## src/rtl/cpu_tail_pkg.sv

```systemverilog
// constants and carrier types for the tail opcode execute unit
package cpu_tail_pkg;
    localparam logic [7:0] OP_SOFTWARE_TRAP = 8'h83;
    localparam logic [7:0] OP_ACC_TO_INDEX = 8'h97;
    localparam logic [7:0] OP_INDEX_TO_ACC = 8'h9F;
    localparam logic [7:0] OP_WAIT = 8'h8F;
    localparam logic [7:0] OP_TEST_DIR = 8'h3D;
    localparam logic [7:0] OP_TEST_ACC = 8'h4D;
    localparam logic [7:0] OP_TEST_IDX = 8'h5D;
    localparam logic [7:0] OP_TEST_IX1 = 8'h6D;
    localparam logic [7:0] OP_TEST_IX = 8'h7D;
    localparam logic [7:0] OP_TEST_EXT = 8'hCD;
    localparam logic [7:0] OP_TEST_IX2 = 8'hDD;
    localparam logic [7:0] OP_BIT_BRANCH_BASE = 8'h00;
    localparam int CYC_TRAP = 10;
    localparam int CYC_COPY = 2;
    localparam int CYC_WAIT = 2;
    localparam int CYC_TEST_DIR = 4;
    localparam int CYC_TEST_REG = 3;
    localparam int CYC_TEST_IX1 = 5;
    localparam int CYC_TEST_IX = 4;
    localparam int CYC_TEST_EXT = 5;
    localparam int CYC_TEST_IX2 = 6;
    localparam int CYC_BIT_BRANCH = 5;
    localparam logic [15:0] TRAP_VECTOR = 16'h1FFC;
    localparam logic [15:0] RESET_VECTOR = 16'h1FFE;
    localparam logic [7:0] SP_RESET = 8'hFF;
    localparam logic [7:0] SP_STACK_PAGE = 8'h00;
    localparam logic [7:0] FLAGS_RESET = 8'h08;
    localparam int FLAG_I = 3;
    localparam int FLAG_N = 2;
    localparam int FLAG_Z = 1;
    localparam int FLAG_C = 0;
    typedef enum logic [2:0] {
        implied_operand_mode, direct_mode, full_address_mode,
        indexed_no_offset_mode, indexed_byte_offset_mode, indexed_word_offset_mode, bit_branch_mode
    } addr_mode_t;
    typedef struct packed {
        logic [15:0] addr;
        logic [7:0] wdata;
        logic rd;
        logic wr;
    } mem_req_t;
    typedef struct packed {
        logic [7:0] acc;
        logic [7:0] index;
        logic [7:0] flag_register;
        logic [7:0] sp;
        logic [15:0] pc;
    } cpu_regs_t;
endpackage : cpu_tail_pkg

```

## src/rtl/cpu_tail_opcode_execute.sv

```systemverilog
// tail group execute unit: trap, copies, test, wait, operand fetch modes
`timescale 1ns/10ps
`default_nettype none
module cpu_tail_opcode_execute
    import cpu_tail_pkg::*;
#(
    parameter logic [15:0] TRAP_VEC = TRAP_VECTOR
) (
    input wire logic clk,
    input wire logic rst_n,
    input wire logic [7:0] mem_rdata,
    input wire logic irq_pending,
    output mem_req_t mem_req,
    output cpu_regs_t regs,
    output logic halted,
    output logic busy,
    output logic illegal_op,
    output logic [15:0] branch_target,
    output logic [7:0] bit_operand_addr
);
    typedef enum {
        st_fetch, st_decode, st_op1, st_op2, st_read, st_exec, st_push, st_vec_hi, st_vec_lo, st_wait_halt, st_pad
    } state_t;

    state_t state, next_state;
    cpu_regs_t next_regs;
    mem_req_t next_mem_req;
    logic [7:0] opcode, next_opcode;
    logic [15:0] ea, next_ea;
    logic [2:0] push_idx, next_push_idx;
    logic [3:0] cyc_left, next_cyc_left;
    logic next_halted, next_illegal;
    logic [15:0] next_branch_target;
    logic [7:0] next_bit_addr;
    addr_mode_t mode;
    logic [3:0] cycles;
    logic known;

    tail_opcode_decode u_decode (
        .opcode(next_opcode),
        .mode(mode),
        .cycles(cycles),
        .known(known)
    );

    // update negative and zero from a value, leave other flags
    function automatic logic [7:0] nz_flags(input logic [7:0] f, input logic [7:0] v);
        logic [7:0] r;
        r = f;
        r[FLAG_N] = v[7];
        r[FLAG_Z] = (v == 8'h00);
        return r;
    endfunction : nz_flags

    // byte to stack for each push step
    function automatic logic [7:0] push_byte(input cpu_regs_t r, input logic [2:0] i);
        logic [7:0] b;
        b = r.flag_register;
        unique case (i)
            3'd0: b = r.pc[7:0];
            3'd1: b = r.pc[15:8];
            3'd2: b = r.index;
            3'd3: b = r.acc;
            default: b = r.flag_register;
        endcase
        return b;
    endfunction : push_byte

    ////////////////////////////////////////////////////////////////////////
    // next state and datapath
    always_comb begin
        next_state = state;
        next_regs = regs;
        next_opcode = opcode;
        next_ea = ea;
        next_push_idx = push_idx;
        next_cyc_left = (cyc_left != 4'd0) ? cyc_left - 4'd1 : 4'd0;
        next_halted = halted;
        next_illegal = 1'b0;
        next_branch_target = branch_target;
        next_bit_addr = bit_operand_addr;
        next_mem_req = '0;
        unique case (state)
            st_fetch: begin
                next_mem_req.addr = regs.pc;
                next_mem_req.rd = 1'b1;
                next_regs.pc = regs.pc + 16'd1;
                next_state = st_decode;
            end
            st_decode: begin
                next_opcode = mem_rdata;
                next_cyc_left = cycles - 4'd2;
                next_ea = 16'h0000;
                if (!known) begin
                    next_illegal = 1'b1;
                    next_state = st_fetch;
                end else if (mem_rdata == OP_ACC_TO_INDEX) begin
                    // two-cycle copies finish in decode, flags untouched
                    next_regs.index = regs.acc;
                    next_state = st_fetch;
                end else if (mem_rdata == OP_INDEX_TO_ACC) begin
                    next_regs.acc = regs.index;
                    next_state = st_fetch;
                end else if (mem_rdata == OP_WAIT) begin
                    next_regs.flag_register[FLAG_I] = 1'b0;
                    next_halted = 1'b1;
                    next_state = st_wait_halt;
                end else if (mem_rdata == OP_SOFTWARE_TRAP) begin
                    next_push_idx = 3'd0;
                    next_state = st_push;
                end else if (mode == implied_operand_mode) begin
                    next_state = st_exec;
                end else if (mode == indexed_no_offset_mode) begin
                    next_ea = {8'h00, regs.index};
                    next_state = st_read;
                end else begin
                    next_mem_req.addr = regs.pc;
                    next_mem_req.rd = 1'b1;
                    next_regs.pc = regs.pc + 16'd1;
                    next_state = st_op1;
                end
            end
            st_op1: begin
                unique case (mode)
                    direct_mode: next_ea = {8'h00, mem_rdata};
                    indexed_byte_offset_mode: next_ea = {8'h00, mem_rdata} + {8'h00, regs.index};
                    default: next_ea = {mem_rdata, 8'h00};
                endcase
                if (mode == bit_branch_mode) begin
                    next_bit_addr = mem_rdata;
                end
                if (mode == full_address_mode || mode == indexed_word_offset_mode || mode == bit_branch_mode) begin
                    next_mem_req.addr = regs.pc;
                    next_mem_req.rd = 1'b1;
                    next_regs.pc = regs.pc + 16'd1;
                    next_state = st_op2;
                end else if (mode == direct_mode) begin
                    // direct operand read goes out at once to keep the count
                    next_mem_req.addr = {8'h00, mem_rdata};
                    next_mem_req.rd = 1'b1;
                    next_state = st_exec;
                end else begin
                    next_state = st_read;
                end
            end
            st_op2: begin
                if (mode == bit_branch_mode) begin
                    next_branch_target = regs.pc + {{8{mem_rdata[7]}}, mem_rdata};
                    next_state = st_pad;
                end else if (mode == indexed_word_offset_mode) begin
                    next_ea = {ea[15:8], mem_rdata} + {8'h00, regs.index};
                    next_state = st_read;
                end else begin
                    next_ea = {ea[15:8], mem_rdata};
                    next_mem_req.addr = {ea[15:8], mem_rdata};
                    next_mem_req.rd = 1'b1;
                    next_state = st_exec;
                end
            end
            st_read: begin
                next_mem_req.addr = ea;
                next_mem_req.rd = 1'b1;
                next_state = st_exec;
            end
            st_exec: begin
                next_state = (cyc_left <= 4'd1) ? st_fetch : st_pad;
                unique case (opcode)
                    OP_TEST_ACC: next_regs.flag_register = nz_flags(regs.flag_register, regs.acc);
                    OP_TEST_IDX: next_regs.flag_register = nz_flags(regs.flag_register, regs.index);
                    default: begin
                        if (mode != bit_branch_mode) begin
                            next_regs.flag_register = nz_flags(regs.flag_register, mem_rdata);
                        end
                    end
                endcase
            end
            st_push: begin
                next_mem_req.addr = {SP_STACK_PAGE, regs.sp};
                next_mem_req.wdata = push_byte(regs, push_idx);
                next_mem_req.wr = 1'b1;
                next_regs.sp = regs.sp - 8'd1;
                next_push_idx = push_idx + 3'd1;
                if (push_idx == 3'd4) begin
                    next_regs.flag_register[FLAG_I] = 1'b1;
                    next_mem_req.wr = 1'b1;
                    next_state = st_vec_hi;
                end
            end
            st_vec_hi: begin
                next_mem_req.addr = TRAP_VEC;
                next_mem_req.rd = 1'b1;
                next_state = st_vec_lo;
            end
            st_vec_lo: begin
                next_regs.pc[15:8] = mem_rdata;
                next_mem_req.addr = TRAP_VEC + 16'd1;
                next_mem_req.rd = 1'b1;
                next_state = st_pad;
            end
            st_wait_halt: begin
                if (irq_pending) begin
                    next_halted = 1'b0;
                    next_state = st_fetch;
                end
            end
            st_pad: begin
                if (opcode == OP_SOFTWARE_TRAP && cyc_left == 4'd1) begin
                    next_regs.pc[7:0] = mem_rdata;
                end
                if (mode == bit_branch_mode && cyc_left == 4'd1) begin
                    next_regs.pc = branch_target;
                end
                if (cyc_left <= 4'd1) begin
                    next_state = st_fetch;
                end
            end
            default: next_state = st_fetch;
        endcase
    end

    ////////////////////////////////////////////////////////////////////////
    // registers
    always_ff @(posedge clk or negedge rst_n) begin
        if (!rst_n) begin
            state <= st_fetch;
            regs <= '{acc: 8'h00, index: 8'h00, flag_register: FLAGS_RESET, sp: SP_RESET, pc: RESET_VECTOR};
            mem_req <= '0;
            opcode <= 8'h00;
            ea <= 16'h0000;
            push_idx <= 3'd0;
            cyc_left <= 4'd0;
            halted <= 1'b0;
            illegal_op <= 1'b0;
            branch_target <= 16'h0000;
            bit_operand_addr <= 8'h00;
            busy <= 1'b0;
        end else begin
            state <= next_state;
            regs <= next_regs;
            mem_req <= next_mem_req;
            opcode <= next_opcode;
            ea <= next_ea;
            push_idx <= next_push_idx;
            cyc_left <= next_cyc_left;
            halted <= next_halted;
            illegal_op <= next_illegal;
            branch_target <= next_branch_target;
            bit_operand_addr <= next_bit_addr;
            busy <= (next_state != st_fetch) && (next_state != st_wait_halt);
        end
    end
endmodule : cpu_tail_opcode_execute
`default_nettype wire

```

## src/rtl/tail_opcode_decode.sv

```systemverilog
// opcode to addressing mode and cycle count decoder
`timescale 1ns/10ps
`default_nettype none
module tail_opcode_decode
    import cpu_tail_pkg::*;
(
    input wire logic [7:0] opcode,
    output addr_mode_t mode,
    output logic [3:0] cycles,
    output logic known
);
    // classify the opcodes this unit executes
    always_comb begin
        mode = implied_operand_mode;
        cycles = 4'(CYC_COPY);
        known = 1'b1;
        unique case (opcode)
            OP_SOFTWARE_TRAP: cycles = 4'(CYC_TRAP);
            OP_ACC_TO_INDEX, OP_INDEX_TO_ACC: cycles = 4'(CYC_COPY);
            OP_WAIT: cycles = 4'(CYC_WAIT);
            OP_TEST_ACC, OP_TEST_IDX: cycles = 4'(CYC_TEST_REG);
            OP_TEST_DIR: begin
                mode = direct_mode;
                cycles = 4'(CYC_TEST_DIR);
            end
            OP_TEST_IX1: begin
                mode = indexed_byte_offset_mode;
                cycles = 4'(CYC_TEST_IX1);
            end
            OP_TEST_IX: begin
                mode = indexed_no_offset_mode;
                cycles = 4'(CYC_TEST_IX);
            end
            OP_TEST_EXT: begin
                mode = full_address_mode;
                cycles = 4'(CYC_TEST_EXT);
            end
            OP_TEST_IX2: begin
                mode = indexed_word_offset_mode;
                cycles = 4'(CYC_TEST_IX2);
            end
            default: begin
                if (opcode[7:4] == OP_BIT_BRANCH_BASE[7:4]) begin
                    mode = bit_branch_mode;
                    cycles = 4'(CYC_BIT_BRANCH);
                end else begin
                    known = 1'b0;
                end
            end
        endcase
    end
endmodule : tail_opcode_decode
`default_nettype wire
```

## config.mk

```make
export PLATFORM = sky130hd
export DESIGN_NAME = cpu_tail_opcode_execute
export DESIGN_NICKNAME = d
export VERILOG_FILES = /design/src/rtl/cpu_tail_pkg.sv /design/src/rtl/cpu_tail_opcode_execute.sv /design/src/rtl/tail_opcode_decode.sv
export SDC_FILE = /design/constraint.sdc
export NUM_CORES = 1
export LEC_CHECK = 0
export ABC_AREA = 0
export BUFFER_PORTS_ARGS = -buffer_cell sky130_fd_sc_hd__buf_2
export CELL_PAD_IN_SITES_DETAIL_PLACEMENT = 1
export CELL_PAD_IN_SITES_GLOBAL_PLACEMENT = 2
export CORE_MARGIN = 4
export CORE_UTILIZATION = 37
export CTS_CLUSTER_DIAMETER = 80
export CTS_CLUSTER_SIZE = 14
export DETAILED_ROUTE_END_ITERATION = 8
export GPL_TIMING_DRIVEN = 0
export PLACE_DENSITY = 0.91
export SYNTH_ARGS = -nofsm -noshare
export SYNTH_HDL_FRONTEND = slang
export SYNTH_SLANG_ARGS = --single-unit
```

## constraint.sdc

```tcl
create_clock -name clk -period 4.2 [get_ports clk]
set_input_delay 1.05 -clock clk [delete_from_list [all_inputs] [get_ports clk]]
set_output_delay 1.05 -clock clk [all_outputs]
set_load 0.01 [all_outputs]
```

==> impl_metrics.py, run 1 <==
metrics = {
    "sta": {
        "max_freq_ghz": 0.257,
        "fin_crit_sh_pct": 92.5,
        "fin_setup_tns_ns": 0,
        "fin_crit_ns": 3.89,
        "finalHoldViolCount": 0,
        "slew_headroom_pct": 26.4,
        "grt_setup_unrepaired": "false",
        "finalSetupViolations": 0,
        "finClkSkew_ns": 0.0128,
        "drv_slew": 0,
        "worst_slew_pin_slew_ns": 1.09,
    },
    "floorplanning": {
        "die_width_um": 164,
        "initial_core_util_pct": 38.1,
        "dieArea_um2": 27000,
        "core_um2": 23800,
        "rows": 56,
        "die_y_um": 164,
        "io_pins": 112,
    },
    "grt": {
        "antenna_found_initial": 0,
        "grt-ovfl-total": 0,
        "first_global_vias": 8269,
        "grt_pass1_wl_mm": 47.6,
        "grt_max_degree": 83,
        "track_usage_pct": 23.0,
    },
    "clocking": {
        "post_cts_buffers": 0,
        "cts_tree": "built",
        "cts_buffer_depth": 2,
        "cts-buffers-inserted": 17,
        "hold_buffers": 0,
        "insertion_delay_ns": 0.44,
        "clk_pin_slew_ns": 0.07,
        "cts_root_buffer": "clkbuf_16",
        "cts_resized": 0,
        "cts.sinks": 159,
        "h-tree-depth": 4,
    },
    "detailed_routing": {
        "first_pass_iters": 5,
        "viasPerCell": 5.76,
        "num_vias": 8115,
        "drtIter0Drc": 668,
        "wl_mm": 30.6,
        "final_antenna_net_count": 0,
        "drcViolationCount": 0,
        "wl_per_cell_um": 21.7,
    },
    "power_and_ir_drop": {
        "switchingPower_uw": 853,
        "pwr-share-seq_pct": 46.4,
        "max-vdd-ir-drop_mv": 0.195,
        "power_frac_clock_pct": 48.1,
        "p_per_area_nw_per_um2": 313,
        "leakagePower_uw": 0.00500,
        "power_uw": 3360,
        "intPower_uw": 2510,
        "sw_frac_of_total_pct": 25.4,
        "pwr-share-comb_pct": 5.6,
    },
    "logic_synthesis": {
        "synth-edff-count": 0,
        "async_reset_ff_share_pct": 100,
        "synth_top_area_share_pct": 38.2,
        "synth-seq-area-share_pct": 44.2,
        "yosysTopAreaCell": "dfrtp_1",
        "synth.most_common_cell": "dfrtp_1",
        "yosysWarnings": 0,
        "ys_ff_latch": 159,
        "netlist_instances": 918,
        "synthTopCellsByArea": "dfrtp_1, dfstp_2, mux2_2, ha_1, nand2_1",
        "ys_top_cells_by_count": "dfrtp_1, nand2_1, nor2_1",
        "synth_area_per_cell_um2": 9.86,
        "yosysUniqueCellTypes": 79,
        "syn_area_um2": 9050,
        "ys.flop_type": "dfrtp_1",
    },
    "worst_setup_path": {
        "crit_path_start_kind": "input pin",
        "crit_fanout": 10,
        "critPathArrivalTime_ns": 4.21,
        "crit_required_ns": 4.52,
        "worst_setup_path_end_kind": "flop",
        "worstSetupPathType": "input pin to flop",
    },
    "status": {
        "status": "finished, final reports clean",
    },
    "finish": {
        "antennaDiodeCount": 0,
        "nNetsFinal": 1120,
        "stdcell_count": 1408,
        "area_delta_synth_final_pct": 18.6,
        "drive_gt1_share_pct": 21.9,
    },
    "placed_design": {
        "dp.cells": 1376,
        "portBuffers": 106,
        "gp_congestion": 0.894,
        "place_hpwl_mm": 22.9,
    },
    "min_path": {
        "min_path_type": "flop to flop",
    },
    "job": {
        "cap_violations": 0,
    },
}
==> cells by family after synthesis <==
group	synth area share, %
muxes	6.59
and+or+nand+nor	19.6
adders and majority gates	4.73
AOI/OAI and AO/OA	17.6
DFF	44.2
buffers and inverters	3.58
xor gates and xnor gates	3.58
other	0.0414
==> layout by cell type, fill, tap and decap left out, types with 11 or more instances in the layout <==
cell type | synthesis | routed
buf_2 | 7 | 112
dfrtp_1 | 138 | 138
nor3_1 | 34 | 34
inv_1 | 20 | 20
xnor2_1 | 18 | 18
o21ai_0 | 55 | 55
clkbuf_1 | 26 | 27
nor4_1 | 20 | 20
nor2_1 | 79 | 79
nand2_1 | 96 | 96
a21oi_1 | 32 | 32
mux2i_1 | 15 | 15
dfstp_2 | 21 | 21
mux2_2 | 37 | 37
a221o_1 | 29 | 29
xor2_1 | 19 | 19
clkbuf_16 | 0 | 17
ha_1 | 31 | 31
nand3_1 | 24 | 24
conb_1 | 1 | 33
and3_1 | 11 | 11
==> metal layers <==
layer / track usage [%] / vias to the layer above / wire (um)
met5: 0 / - / 0
met4: 6.81 / 0 / 594
met3: 3.19 / 39 / 1720
met2: 35.9 / 262 / 13800
met1: 33.3 / 4129 / 14500
li1: - / 3685 / -
==> cell type report <==
| class | instances | area, um^2 |
|---|---|---|
| plain buffers | 49 | 245 |
| clock buffers | 18 | 429 |
| clock inverters | 14 | 170 |
| fillers | 2775 | 13000 |
| inverters | 21 | 78.8 |
| multi-input cells | 721 | 4840 |
| flip-flops and latches | 159 | 4010 |
| well taps | 319 | 399 |
| repair buffers | 107 | 568 |
==> metrics by stage <==
| step | hold WS [ns] | area, um^2 | utilization, % | setup WS, ns |
|---|---|---|---|---|
| after floorplan | 0.450 | 9170 | - | 0.842 |
| after CTS | 0.496 | 10700 | 45.2 | 0.411 |
| after global routing | 0.528 | 10700 | 45.2 | 0.204 |
| final | 0.497 | 10700 | 45.2 | 0.313 |
| after global placement | 0.475 | 10100 | 42.5 | -0.325 |
| after detailed placement | 0.480 | 10100 | 42.7 | 0.0243 |
==> power groups by stage <==
| stage | Sequential [uW] | Clock (uW) | Combinational (uW) |
|---|---|---|---|
| 5_1_grt | 1560 | 1720 | 209 |
| 2_1_floorplan | 1590 | 0 | 94.8 |
| 4_1_cts | 1560 | 1640 | 186 |
| 6_report | 1560 | 1620 | 187 |
| 3_5_place_dp | 1590 | 0 | 185 |
| 3_3_place_gp | 1590 | 0 | 177 |
==> registers in the layout, summed over array words and instances, names as in the netlist <==
signal and flops:
regs 43, push_idx 3, illegal_op 1, cyc_left 4
halted 1, ea 16, opcode 8, busy 1
state 32, mem_req 26, branch_target 16, bit_operand_addr 8
==> final timing paths <==
path | start | endpoint | slack, ns | cells past startpoint
max in group asynchronous | rst_n | regs[9]$_DFFE_PN1P_ | 2.81 | 2
worst min register to register | ea[3]$_DFFE_PN0P_ | ea[3]$_DFFE_PN0P_ | 0.50 | 2
worst max-delay path | mem_rdata[0] | regs[14]$_DFFE_PN0P_ | 0.31 | 9
worst min-delay path | ea[3]$_DFFE_PN0P_ | ea[3]$_DFFE_PN0P_ | 0.50 | 2
min in group asynchronous | rst_n | illegal_op$_DFF_PN0_ | 0.57 | 1
worst max register to register | state[10]$_DFF_PN0_ | busy$_DFF_PN0_ | 0.77 | 11
==> critical path: stages <==
cell and delay [ns]:
buf_2 0.16, clkbuf_1 0.64, nand4_1 0.31, a21oi_1 0.29
nor2_1 0.16, a2111oi_4 0.49, a21oi_2 0.23, nor3_4 0.48
mux2_2 0.39
Power figures use the tool's default switching activity.
==> inputs of run 2 (changes only) <==
- SYNTH_HIERARCHICAL: not set -> 1
==> impl_metrics.py, run 2 <==
metrics = {
    "finish": {
        "nFillCells": 2833,
        "antennaDiodeCount": 0,
        "utilization_pct": 51.1,
        "largest_reg_flops": 43,
        "drive_gt1_share_pct": 35.2,
        "multiInputGateArea_um2": 5810,
        "top_regs": "regs x43, state x32, mem_req x26",
        "seqCellArea_um2": 4010,
        "area_delta_synth_final_pct": 36.2,
        "nNetsFinal": 1264,
        "final_cell_mix": "dfrtp_1, buf_2, buf_4, nand2_1, nor2_1",
        "final_common_cell": "dfrtp_1",
        "regMostFlops": "regs",
    },
    "clocking": {
        "cts_tree": "built",
        "cts-buffers-inserted": 17,
        "cts_root_buffer": "clkbuf_16",
        "h-tree-depth": 4,
        "insertion_delay_ns": 0.45,
        "cts_buffer_depth": 2,
        "hold_buffers": 0,
        "cts.sinks": 159,
        "clk_pin_slew_ns": 0.07,
    },
    "status": {
        "status": "complete, but fails checks",
        "violations": "setup timing",
    },
    "floorplanning": {
        "dieArea_um2": 28000,
        "die_y_um": 167,
        "die_width_um": 167,
        "rows": 58,
        "initial_core_util_pct": 37.5,
        "io_pins": 112,
        "core_um2": 25000,
    },
    "sta": {
        "max_freq_ghz": 0.221,
        "finClkSkew_ns": 0.0103,
        "slew_headroom_pct": 12.0,
        "drv_slew": 0,
        "fin_crit_ns": 4.52,
        "finalHoldViolCount": 0,
        "grt_setup_unrepaired": "true",
        "finalSetupViolations": 66,
        "layout_setup_ws_ns": -0.323,
        "fin_crit_sh_pct": 108,
        "worst_slew_pin_slew_ns": 1.31,
    },
    "placed_design": {
        "place_hpwl_mm": 24.7,
        "portBuffers": 106,
        "gp_congestion": 0.931,
        "place_ws_ns": -1.11,
    },
    "worst_setup_path": {
        "crit_path_start_kind": "flop",
        "worst_setup_path_end_kind": "flop",
        "slowest_delay_ns": 0.55,
        "worst_path_max_delay_cell": "or4_4",
        "critPathArrivalTime_ns": 4.89,
        "reg2regPathDepth": 18,
        "worstSetupPathType": "flop to flop",
        "reg2reg_slack_ns": -0.32,
        "path_cells": "or4_4 -> or2_4 -> nor4_4 -> nand2_2 -> buf_8 -> nand2_1 -> nand2_2 -> buf_6 -> nor2b_2 -> nand4_1 -> nand3_4 -> and3b_1 -> buf_6 -> nand3_4 -> a311oi_4 -> o21a_4 -> a31oi_1 -> a31oi_1",
        "crit_fanout": 10,
        "crit_required_ns": 4.57,
    },
    "grt": {
        "met1_usage_pct": 32.7,
        "grt_pass1_wl_mm": 56.0,
        "antenna_found_initial": 0,
        "grt-ovfl-total": 0,
        "first_global_vias": 9719,
        "grt_max_degree": 96,
        "met2_usage_pct": 40.3,
        "met3_usage_pct": 4.93,
        "track_usage_pct": 25.1,
        "top_usage_layer": "met2",
    },
    "power_and_ir_drop": {
        "max-vdd-ir-drop_mv": 0.226,
        "power_uw": 3360,
        "p_per_area_nw_per_um2": 263,
        "leakagePower_uw": 0.00570,
    },
    "detailed_routing": {
        "drcViolationCount": 0,
        "wl_mm": 39.1,
        "num_vias": 9668,
        "drtIter0Drc": 944,
        "viasPerCell": 6.19,
        "first_pass_iters": 8,
        "wl_per_cell_um": 25.0,
        "final_antenna_net_count": 0,
    },
    "min_path": {
        "whs_path_depth": 1,
        "min_path_type": "flop to flop",
    },
    "logic_synthesis": {
        "synth.most_common_cell": "dfrtp_1",
        "netlist_instances": 976,
        "ys_ff_latch": 159,
        "ys_top_cells_by_count": "dfrtp_1, nand2_1, nor2_1",
        "ys.flop_type": "dfrtp_1",
        "synthTopCellsByArea": "dfrtp_1, dfstp_2, ha_1, nand2_1, a21oi_1",
        "yosysUniqueCellTypes": 93,
        "yosysTopAreaCell": "dfrtp_1",
        "synth-edff-count": 0,
        "synth-seq-area-share_pct": 42.7,
        "synth_top_area_share_pct": 36.8,
        "async_reset_ff_share_pct": 100,
        "syn_area_um2": 9390,
        "synth_area_per_cell_um2": 9.62,
        "yosysWarnings": 6,
    },
    "job": {
        "cap_violations": 0,
    },
}
[run 2: cell count changes after synthesis, moves of 11 or more]
cell / before / now
a21oi_1: 32 / 59
mux2_2: 37 / 11
o21ai_0: 55 / 32
mux2_1: 0 / 16
a31oi_1: 5 / 20
nand3_1: 24 / 37
buf_2: 7 / 18
nor3_1: 34 / 23
[run 2: report_power, final]
group          internal [uW]  switching [uW]  total, uW
combinational           41.2             112        153
clock                    943             701       1640
sequential              1550            13.0       1560
[run 2: final cells by class]
type                       instances  share of cell area, %
buffer                            65                   3.64
clock buffer                      21                   3.76
clock inverter                    11                   1.02
inverter                          22                  0.705
multi-input combinational        758                   45.4
sequential                       159                   31.3
tap                              330                   3.23
timing repair buffer             197                   10.9
[run 2: worst paths after layout]
kind	start	endpoint
max in group asynchronous	rst_n	branch_target[14]$_DFFE_PN0P_
worst max register to register	state[16]$_DFF_PN0_	regs[9]$_DFFE_PN1P_
worst max-delay path	state[16]$_DFF_PN0_	regs[9]$_DFFE_PN1P_
worst min-delay path	bit_operand_addr[3]$_DFFE_PN0P_	bit_operand_addr[3]$_DFFE_PN0P_
min in group asynchronous	rst_n	mem_req[5]$_DFF_PN0_
worst min register to register	bit_operand_addr[3]$_DFFE_PN0P_	bit_operand_addr[3]$_DFFE_PN0P_
[run 2: what timing repair did]
item / 4_1_cts / 5_1_grt
cloned: 2 / 4
endpoints found under the setup margin: 99 / 80
pin swaps: 24 / 84
setup buffers: 40 / 46
gates resized for setup: 87 / 146
[run 2: cell families after synthesis]
logic type / synth area share [%]
buf+inv: 4.44
compound gates: 21.7
flops: 42.7
other cells: 0.0400
fa+ha+maj: 4.56
mux: 4.09
xor+xnor: 2.52
simple gates: 20.0
[run 2: critical path: cells and delay by family (launching register included)]
family / cells / cell delay (ns)
AND/OR/NAND/NOR: 11 / 2.53
buffers and inverters: 3 / 0.53
AO/OA/AOI/OAI: 4 / 0.96
flip-flops: 1 / 0.37
[run 2: per-stage QoR]
| step | setup TNS (ns) | hold slack [ns] | cell area [um^2] | instances |
|---|---|---|---|---|
| floorplan | -0.00638 | 0.468 | 9520 | 1008 |
| global placement | -118.96 | 0.487 | 10500 | 1444 |
| detailed placement | -75.00 | 0.494 | 10500 | 1445 |
| CTS | 0 | 0.509 | 11700 | 1516 |
| global route | -22.46 | 0.537 | 12800 | 1563 |
| finish | -13.01 | 0.509 | 12800 | 1563 |
[run 2: layer usage]
layer,share of wire (%),vias to the layer above
met5,0,-
met4,5.4,0
met1,40,4901
met3,7.0,135
met2,47,483
li1,-,4149
